### config.mk
export PLATFORM = sky130hd
export DESIGN_NAME = sar_adc_control
export DESIGN_NICKNAME = d
export VERILOG_FILES = /design/src/rtl/sar_adc_pkg.sv /design/src/rtl/sar_step_if.sv /design/src/rtl/sar_adc_control.sv /design/src/rtl/sar_approx_reg.sv
export VERILOG_INCLUDE_DIRS = /design/src /design/src/rtl
export SDC_FILE = /design/constraint.sdc
export NUM_CORES = 1
export LEC_CHECK = 0
export BUFFER_PORTS_ARGS = -buffer_cell sky130_fd_sc_hd__buf_2
export CAP_MARGIN = 10
export CORE_UTILIZATION = 55
export DETAILED_ROUTE_END_ITERATION = 12
export GPL_ROUTABILITY_DRIVEN = 0
export PLACE_DENSITY_LB_ADDON = 0.12
export SYNTH_ARGS = -nofsm -noshare
export SYNTH_HDL_FRONTEND = slang
export SYNTH_SLANG_ARGS = --single-unit
### constraint.sdc
create_clock -name clk -period 12.6 [get_ports clk]
set_input_delay 0.63 -clock clk [delete_from_list [all_inputs] [get_ports clk]]
set_output_delay 0.63 -clock clk [all_outputs]
set_load 0.01 [all_outputs]
### src/rtl/sar_adc_regs.svh
// register offsets, field positions, reset values and timing figures
// assumes inclusion from design files only
`ifndef SAR_ADC_REGS_SVH
`define SAR_ADC_REGS_SVH

`define MODE_ADDR 12'hFD8
`define RESULT_ADDR 12'hFDA
`define MODE_RESET 8'h04
`define MODE_WMASK 8'h7A
`define BIT_BIAS 1
`define BIT_EOC 2
`define BIT_SOC 3
`define CH_LSB 4
`define CH_MSB 6
// conversion length and start latency, in main-clock periods
`define CONV_PERIODS 168
`define START_PERIODS 16

`endif

### src/rtl/sar_adc_pkg.sv
// types shared by the converter control files
// assumes the register header provides the numeric constants
package sar_adc_pkg;
	typedef enum logic [1:0] {
		ST_IDLE = 2'b00,
		ST_WAIT = 2'b01,
		ST_CONV = 2'b10
	} conv_state_t;
endpackage

### src/rtl/sar_step_if.sv
// signals between the sequencer and the approximation register
// assumes a single clock domain
`timescale 1ns/1ps
`default_nettype none
interface sar_step_if #(parameter int WIDTH = 8);
	logic load;
	logic step;
	logic cmp_high;
	logic [WIDTH-1:0] trial;
	logic done;
	modport ctrl (output load, output step, input trial, input done);
	modport sar (input load, input step, input cmp_high, output trial,
		output done);
endinterface
`default_nettype wire

### src/rtl/sar_adc_control.sv
// control of an 8-bit successive-approximation converter, eight inputs
// assumes synchronous bus strobes and a comparator answering each cycle
//
// Behaviour
// - channel field bits 6..4 selects input
// - mode bit 1 drives comparator bias
// - start bit writes start, hardware clears
// - successive approximation, 8-bit result stored
// - end flag low during conversion, high after
// - mode register resets to 04H
// - result register read only, writes ignored
// - start may lag by sixteen main clocks
// - conversion lasts 168 main-clock periods
// - only the start bit writable singly
// - channel, bias and start in one write
// - converter stops while main clock stopped
`include "sar_adc_regs.svh"
`timescale 1ns/1ps
`default_nettype none
module sar_adc_control
	import sar_adc_pkg::*;
#(
	parameter int WIDTH = 8,
	parameter int CONV_CYCLES = `CONV_PERIODS,
	parameter int START_CYCLES = `START_PERIODS
) (
	// clock, reset and main-clock run enable
	input wire logic clk,
	input wire logic sys_rst,
	input wire logic clk_en,
	// processor data-memory access
	input wire logic [11:0] mem_addr,
	input wire logic mem_wr,
	input wire logic mem_bit_wr,
	input wire logic [2:0] mem_bit_sel,
	input wire logic [7:0] mem_wdata,
	input wire logic mem_rd,
	output logic [7:0] mem_rdata,
	output logic mem_hit,
	// analog front end
	output logic [2:0] channel_sel,
	output logic bias_select_bit,
	output logic sample_hold,
	output logic [WIDTH-1:0] dac_code,
	input wire logic cmp_high
);
	localparam int STEP_CYCLES = CONV_CYCLES / WIDTH;
	localparam int CW = $clog2(CONV_CYCLES + 1);

	conv_state_t state_r;
	logic [7:0] mode_r;
	logic [7:0] result_r;
	logic [CW-1:0] cnt_r;
	logic soc_r;
	logic mode_sel;
	logic start_req;
	logic step_tick;

	sar_step_if #(.WIDTH(WIDTH)) st ();

	assign mode_sel = (mem_addr == `MODE_ADDR);
	// start from a byte write or a single-bit write of the start bit
	assign start_req = mode_sel && ((mem_wr && mem_wdata[`BIT_SOC])
		|| (mem_bit_wr && mem_bit_sel == 3'(`BIT_SOC)
		&& mem_wdata[0]));

	// control fields: whole-byte writes only, bits 7 and 0 held zero
	always_ff @(posedge clk) begin
		if (sys_rst) begin
			mode_r <= `MODE_RESET;
		end else if (clk_en && mode_sel && mem_wr) begin
			mode_r <= mem_wdata & `MODE_WMASK;
		end
	end

	// start bit: set by software, cleared by hardware once taken
	always_ff @(posedge clk) begin
		if (sys_rst) begin
			soc_r <= 1'b0;
		end else if (clk_en) begin
			if (start_req) begin
				soc_r <= 1'b1;
			end else if (state_r == ST_WAIT) begin
				soc_r <= 1'b0;
			end
		end
	end

	// sequencer; clk_en low (main clock stopped) freezes everything
	always_ff @(posedge clk) begin
		if (sys_rst) begin
			state_r <= ST_IDLE;
			cnt_r <= '0;
		end else if (clk_en) begin
			if (start_req) begin
				state_r <= ST_WAIT;
				cnt_r <= CW'(START_CYCLES - 1);
			end else begin
				unique case (state_r)
					ST_IDLE: begin
						cnt_r <= '0;
					end
					ST_WAIT: begin
						if (cnt_r == '0) begin
							state_r <= ST_CONV;
							cnt_r <= CW'(CONV_CYCLES - 1);
						end else begin
							cnt_r <= cnt_r - 1'b1;
						end
					end
					ST_CONV: begin
						if (cnt_r == '0) begin
							state_r <= ST_IDLE;
						end else begin
							cnt_r <= cnt_r - 1'b1;
						end
					end
					default: begin
						state_r <= ST_IDLE;
					end
				endcase
			end
		end
	end

	// one comparator decision in the first cycle of each bit slot; counting from
	// the top slot gives all eight decisions before the capture cycle
	assign step_tick = (state_r == ST_CONV) && (cnt_r != '0)
		&& (((cnt_r + 1'b1) % CW'(STEP_CYCLES)) == '0);
	assign st.load = clk_en && state_r == ST_WAIT && cnt_r == '0;
	assign st.step = clk_en && step_tick;
	assign st.cmp_high = cmp_high;

	sar_approx_reg #(.WIDTH(WIDTH)) u_sar (
		.clk(clk),
		.sys_rst(sys_rst),
		.clk_en(clk_en),
		.st(st)
	);

	// result captured when the conversion finishes; never written by bus
	always_ff @(posedge clk) begin
		if (sys_rst) begin
			result_r <= 8'h00;
		end else if (clk_en && state_r == ST_CONV && cnt_r == '0) begin
			result_r <= 8'(st.trial);
		end
	end

	// read mux; end flag low while a start is pending or running
	always_ff @(posedge clk) begin
		if (sys_rst) begin
			mem_rdata <= 8'h00;
		end else if (clk_en && mem_rd) begin
			if (mode_sel) begin
				mem_rdata <= {1'b0, mode_r[`CH_MSB:`CH_LSB], soc_r,
					(state_r == ST_IDLE), mode_r[`BIT_BIAS], 1'b0};
			end else if (mem_addr == `RESULT_ADDR) begin
				mem_rdata <= result_r;
			end else begin
				mem_rdata <= 8'h00;
			end
		end
	end

	assign mem_hit = mode_sel || (mem_addr == `RESULT_ADDR);
	assign channel_sel = mode_r[`CH_MSB:`CH_LSB];
	assign bias_select_bit = mode_r[`BIT_BIAS];
	assign sample_hold = (state_r == ST_CONV);
	assign dac_code = st.trial;
endmodule
`default_nettype wire

### src/rtl/sar_approx_reg.sv
// successive-approximation register: one result bit decided per step
// assumes comparator answer is valid when step is high
`timescale 1ns/1ps
`default_nettype none
module sar_approx_reg #(
	parameter int WIDTH = 8
) (
	// clock and reset
	input wire logic clk,
	input wire logic sys_rst,
	input wire logic clk_en,
	// sequencer side
	sar_step_if.sar st
);
	logic [WIDTH-1:0] trial_r;
	logic [WIDTH-1:0] probe_r;

	// probe walks from msb to lsb, keeping or dropping each trial bit
	always_ff @(posedge clk) begin
		if (sys_rst) begin
			trial_r <= '0;
			probe_r <= '0;
		end else if (clk_en) begin
			if (st.load) begin
				trial_r <= {1'b1, {(WIDTH-1){1'b0}}};
				probe_r <= {1'b1, {(WIDTH-1){1'b0}}};
			end else if (st.step && probe_r != '0) begin
				trial_r <= (st.cmp_high ? (trial_r & ~probe_r) : trial_r)
					| (probe_r >> 1);
				probe_r <= probe_r >> 1;
			end
		end
	end

	assign st.trial = trial_r;
	assign st.done = (probe_r == '0);
endmodule
`default_nettype wire

* Word-level counts from Yosys, hierarchy flattened
Index checks and enable logic that the tools add are counted.
Cells by class: bitwise logic cells 3, reductions and logical operators 29, equality and inequality tests 9, add/sub/neg operators 2, divide/modulo/power cells 1, mux-type cells 17
Operator list (number):
- $mux W8 | 10
- $eq A12 B12 Y1 const B | 2
- $pmux W8 S3 | 1
- $logic_not A8 Y1 | 2
- $reduce_bool A8 Y1 | 2
- $logic_and A1 B1 Y1 | 15
- $add A8 B1 Y8 const B | 1
- $and A8 B8 Y8 | 1
- $mod A8 B5 Y8 const B | 1
- $not A8 Y8 | 1
- $or A8 B7 Y8 | 1
- $sub A8 B1 Y8 const B | 1
- $mux W2 | 3
- $pmux W2 S3 | 1
- $reduce_and A2 Y1 | 2
- $reduce_and A4 Y1 | 1
- $reduce_bool A2 Y1 | 2
- $reduce_bool A4 Y1 | 1
- $eq A3 B2 Y1 const B | 1
- $ne A3 B1 Y1 const B | 1
- $ne A3 B2 Y1 const B | 1
- $ne A3 B3 Y1 const B | 1
- $reduce_and A3 Y1 | 1
- $eq A2 B1 Y1 const B | 1
- other kinds (5) | 7
Word-level totals: register bits after elaboration 49, output and inout port bits 22, bits of input ports 30, logic and storage cells 69

* Logic depth before layout (Yosys ltp)
word-level depth 8, gate-level depth with buffers 19, gate-level depth less buffers 17

* Modules after synthesis
A second synthesis with hierarchy kept.
Unflattened totals: cells, all modules 371, area total of the unflattened synthesis 3268.1 µm²
Modules (own cells, without submodules):
- sar_adc_control | area each 2591.2 µm², seq. area each 620.6 µm², times used 1, cells each 310
- sar_approx_reg | area each 676.9 µm², seq. area each 320.3 µm², times used 1, cells each 61

* Worst setup path after synthesis
No wires, ideal clock.
path kind reg2reg, start register cnt_r[1], end register u_sar.probe_r[3], path buffers 2, arrival 3.992 ns, period minus slack after synthesis 4.113 ns, stages on the path, launching flop included 20, path slack 8.487 ns, cell sequence dfxtp_1 ha_1 buf_2 xor2_2 nand4_1 or4_1 o22a_1 o211ai_4 xnor2_2 ha_1 nor2_1 nand4_1 o21ai_0 or3_1 a21boi_1 o21ai_0 mux2i_2 o21ai_4 buf_6 mux2i_1
On the way: cells in the longest elaborated chain, start to end 8
RTL lines:
- start, declared | line sar_adc_control.sv:53 | logic [CW-1:0] cnt_r;
- start signal, assigned | line sar_adc_control.sv:97 | cnt_r <= CW'(START_CYCLES - 1);
- start signal, assigned | line sar_adc_control.sv:106 | cnt_r <= CW'(CONV_CYCLES - 1);
- start signal, assigned | line sar_adc_control.sv:108 | cnt_r <= cnt_r - 1'b1;
- $add A8 B1 Y8 | line sar_adc_control.sv:129 | && (((cnt_r + 1'b1) % CW'(STEP_CYCLES)) == '0);
- $mod A8 B5 Y8 | line sar_adc_control.sv:129
- $logic_not A8 Y1 | line sar_adc_control.sv:129
- $logic_and A1 B1 Y1 | line sar_adc_control.sv:129
- $logic_and A1 B1 Y1 | line sar_adc_control.sv:131 | assign st.step = clk_en && step_tick;
- $logic_and A1 B1 Y1 | line sar_approx_reg.sv:27 | end else if (st.step && probe_r != '0) begin
- $reduce_bool A2 Y1 (no line)
- $reduce_and A2 Y1 (no line)
- end signal, assigned | line sar_approx_reg.sv:26 | probe_r <= {1'b1, {(WIDTH-1){1'b0}}};
- end signal, assigned | line sar_approx_reg.sv:30 | probe_r <= probe_r >> 1;
- end, declared | line sar_approx_reg.sv:16 | logic [WIDTH-1:0] probe_r;
Parallel ways exist; a longest one is shown, timed or not. A chain may end at the register's enable or synchronous reset.

* Final worst setup path
start register cnt_r[0], end register u_sar.trial_r[1], in the netlist u_sar.st.trial[1]
On the way: cells in the longest elaborated chain, start to end 8
RTL lines:
- $add A8 B1 Y8 | line sar_adc_control.sv:129
- $mod A8 B5 Y8 | line sar_adc_control.sv:129
- $logic_not A8 Y1 | line sar_adc_control.sv:129
- $logic_and A1 B1 Y1 | line sar_adc_control.sv:129
- $logic_and A1 B1 Y1 | line sar_adc_control.sv:131
- $logic_and A1 B1 Y1 | line sar_approx_reg.sv:27
- $reduce_bool A2 Y1 (no line)
- $reduce_and A2 Y1 (no line)
- end signal, assigned | line sar_approx_reg.sv:25 | trial_r <= {1'b1, {(WIDTH-1){1'b0}}};
- end signal, assigned | line sar_approx_reg.sv:28 | trial_r <= (st.cmp_high ? (trial_r & ~probe_r) : trial_r)
- end, declared | line sar_approx_reg.sv:15 | logic [WIDTH-1:0] trial_r;
Parallel ways exist; a longest one is shown, timed or not.

==> results_dict.tcl <==
set metrics [dict create \
    wirelength_um 7360 \
    pwr-share-clk_pct 35.0 \
    antennaDiodeCount 0 \
    synth_ff_type "dfxtp_1" \
    final-hold-violation-count 0 \
    syn-num-nets 428 \
    irDropWorstVdd_uv 96.7 \
    die_h_um 77.5 \
    cap_violations 0 \
    r2r_slack_ps 7690 \
    hold_slack_ps 452 \
    synthCells 389 \
    vias 2962 \
    grt_use_total_pct 26.6 \
    fp.dieW_um 77.5 \
    rows 27 \
    clock_skew_ps 7.37 \
    startpoint "cnt_r[0]" \
    p_sw_uw 82.5 \
    syn2layout_area_growth_pct 10.9 \
    wl_met2_um 3540 \
    io_buffers 49 \
    start_util_pct 56.9 \
    syn_area_um2 3130 \
    synth_area_leaders "dfxtp_1 (30%), mux2i_1 (6.4%), nand2_1 (4.9%)" \
    final.period_utilization_pct 39.0 \
    wl_per_cell_um 14.8 \
    cts_made_buffers 5 \
    rsz0062_at_grt "false" \
    hpwl_um 5470 \
    outcome "complete, no violations" \
    crit_chain "ha_1 > nand2_1 > or3_1 > nand2_1 > o221ai_1 > o211ai_4 > xnor2_2 > ha_1 > nor2_1 > nand4_1 > o21ai_0 > or3_1 > a21boi_1 > o21ai_0 > mux2i_2 > o21ai_4 > o22ai_1" \
    syn_area_per_cell_um2 8.06 \
    grt_pass1_vias 2773 \
    worst-r2r-cell-count 17 \
    via_per_inst 5.96 \
    ff_latch_area_um2 941 \
    grt_max_degree 35 \
    worstPathRequired_ps 12830 \
    cts_tree "yes" \
    crit_path_end_kind "register" \
    whs_endpoint "mem_rdata[6]" \
    wl_met1_um 3470 \
    num_io_pins 52 \
    cp-start-kind "register" \
    hp-start "mem_rdata[6]" \
    nFillCells 514 \
    grt_overflow_total 0 \
    drtIter0Drc 189 \
    yosysTopAreaCellShare_pct 30.0 \
    maxUsedRoutingLayer "met4" \
    antenna_found_initial 0 \
    drv_slew 0 \
    r2r_start "cnt_r[0]" \
    worstHoldPathType "register to register" \
    cp_max_fo 13 \
    wl_met3_um 213 \
    core_area_um2 5510 \
    tightest_slew_ps 1090 \
    whs_path_depth 2 \
    seq_power_share_pct 49.7 \
    p_per_area_nw_per_um2 88.9 \
    grt_pass1_wl_um 13000 \
    comb_power_share_pct 15.3 \
    p_leak_nw 1.41 \
    slew_headroom_pct 27.0 \
    die_area_um2 6000 \
    postCtsResizedCells 0 \
    cp_slowest_cell "dfxtp_1" \
    p_sw_share_pct 26.7 \
    p_int_uw 227 \
    yosysSeqAreaShare_pct 30.0 \
    fin_nets 464 \
    critPathKind "register to register" \
    multi_input_area_um2 2060 \
    cp_num_cells 17 \
    layout_min_cycle_time_ps 4910 \
    fmax_mhz 204 \
    yosys.area.top_type "dfxtp_1" \
    cts_setup_buffers 0 \
    ctsLongestPathBuffers 2 \
    root_buffer "clkbuf_8" \
    path_buf_inv 0 \
    r2r-end "u_sar.st.trial[1]" \
    clk_pin_slew_ps 90 \
    yosys_warnings 0 \
    arrival_ps 5140 \
    finalSetupTns_ps 0 \
    antenna_left 0 \
    holdBufCountCts 0 \
    route.detailed.drc 0 \
    drive_above_1_share_pct 17.4 \
    synth_common_cells "dfxtp_1 (47), nand2_1 (41), nor2_1 (40)" \
    first_pass_iters 4 \
    yosysMostFrequentCell "dfxtp_1" \
    async_flop_share_pct 0 \
    htreeDepth 2 \
    max_stage_delay_ps 580 \
    ys_ff_latch 47 \
    clk_latency_ps 300 \
    ys_types 64 \
    cts.sinks 47 \
    setup_viol_count_final 0 \
    cpLargestDelayFamily "compound AO/OA/AOI/OAI gates" \
    synth_edf_count 0 \
]
## how the worst max path moves through the flow
| stage | to | slack, ps |
|---|---|---|
| after floorplan | u_sar.probe_r[3] | 8490 |
| after global placement | u_sar.probe_r[2] | 7820 |
| after detailed placement | u_sar.probe_r[1] | 7750 |
| after CTS | u_sar.st.trial[1] | 7710 |
| after global routing | u_sar.st.trial[1] | 7160 |
| final | u_sar.st.trial[1] | 7690 |
## stage by stage
step | setup slack [ps] | instances | area (um2) | utilization [%] | power (mW)
final | 7690 | 497 | 3480 | 63.1 | 0.309
after global routing | 7160 | 497 | 3480 | 63.1 | 0.324
after CTS | 7710 | 497 | 3480 | 63.1 | 0.311
after detailed placement | 7750 | 490 | 3370 | 61.3 | 0.204
after global placement | 7820 | 490 | 3370 | 61.3 | 0.203
after floorplan | 8490 | 389 | 3130 | - | 0.192
## tightest hold or removal path: cells and delay by family (launching register included)
family,cells,cell delay [ps]
DFF,1,310
and+or+nand+nor,1,50
AOI/OAI and AO/OA,1,50
## cell usage in the layout, fill, tap and decap left out, types with 3 or more instances in the layout
cell       instances
buf_2             49
dfxtp_1           47
nand2_1           41
nor2_1            40
a21oi_1           26
mux2i_1           20
nand3_1           18
nor3_1            12
o21ai_0           12
inv_1              9
and2_1             9
ha_1               9
xnor2_1            8
nand4_1            8
o22ai_1            8
nor4_1             6
a21o_1             6
mux2_2             6
o21a_1             5
or3_1              5
a211oi_1           5
o211ai_1           5
clkbuf_8           5
o21ai_1            4
a31oi_1            4
o2111a_1           4
o31a_1             3
nand2b_1           3
o2bb2ai_1          3
## flip-flops by register name (all words and copies together) (netlist names)
signal          count
cnt_r               8
state_r             2
u_sar.st.trial      8
mode_r              4
soc_r               1
u_sar.probe_r       8
result_r            8
mem_rdata           8
## metal layers
layer	vias to the layer above	track usage (%)
met4	0	9.06
met1	1399	35.3
met2	57	43.3
met3	12	4.94
met5	-	0
li1	1494	-
## area by class of cell
type / instances / area share, %
tap: 72 / 2.59
clock inverter: 1 / 0.864
multi-input combinational: 312 / 59.2
inverter: 9 / 0.972
clock buffer: 6 / 2.09
timing repair buffer: 50 / 7.27
sequential: 47 / 27.1
## logic make-up (layout without fill, tap and decap cells)
logic type	count (synthesis)	after routing	share of synthesized area, %
simple gates	158	158	24.9
mux	27	27	8.98
fa+ha+maj	10	10	3.91
xor+xnor	12	12	3.83
buf+inv	30	66	4.35
compound gates	105	105	24.0
flops	47	47	30.0
## power groups by stage
stage | combinational (mW) | sequential [mW] | clock, mW
after floorplan | 0.0372 | 0.154 | 0
after global placement | 0.0458 | 0.157 | 0
after detailed placement | 0.0467 | 0.157 | 0
after CTS | 0.0470 | 0.154 | 0.110
after global routing | 0.0525 | 0.154 | 0.118
final | 0.0472 | 0.154 | 0.108
Note: power is estimated with default switching activity, not from simulation.
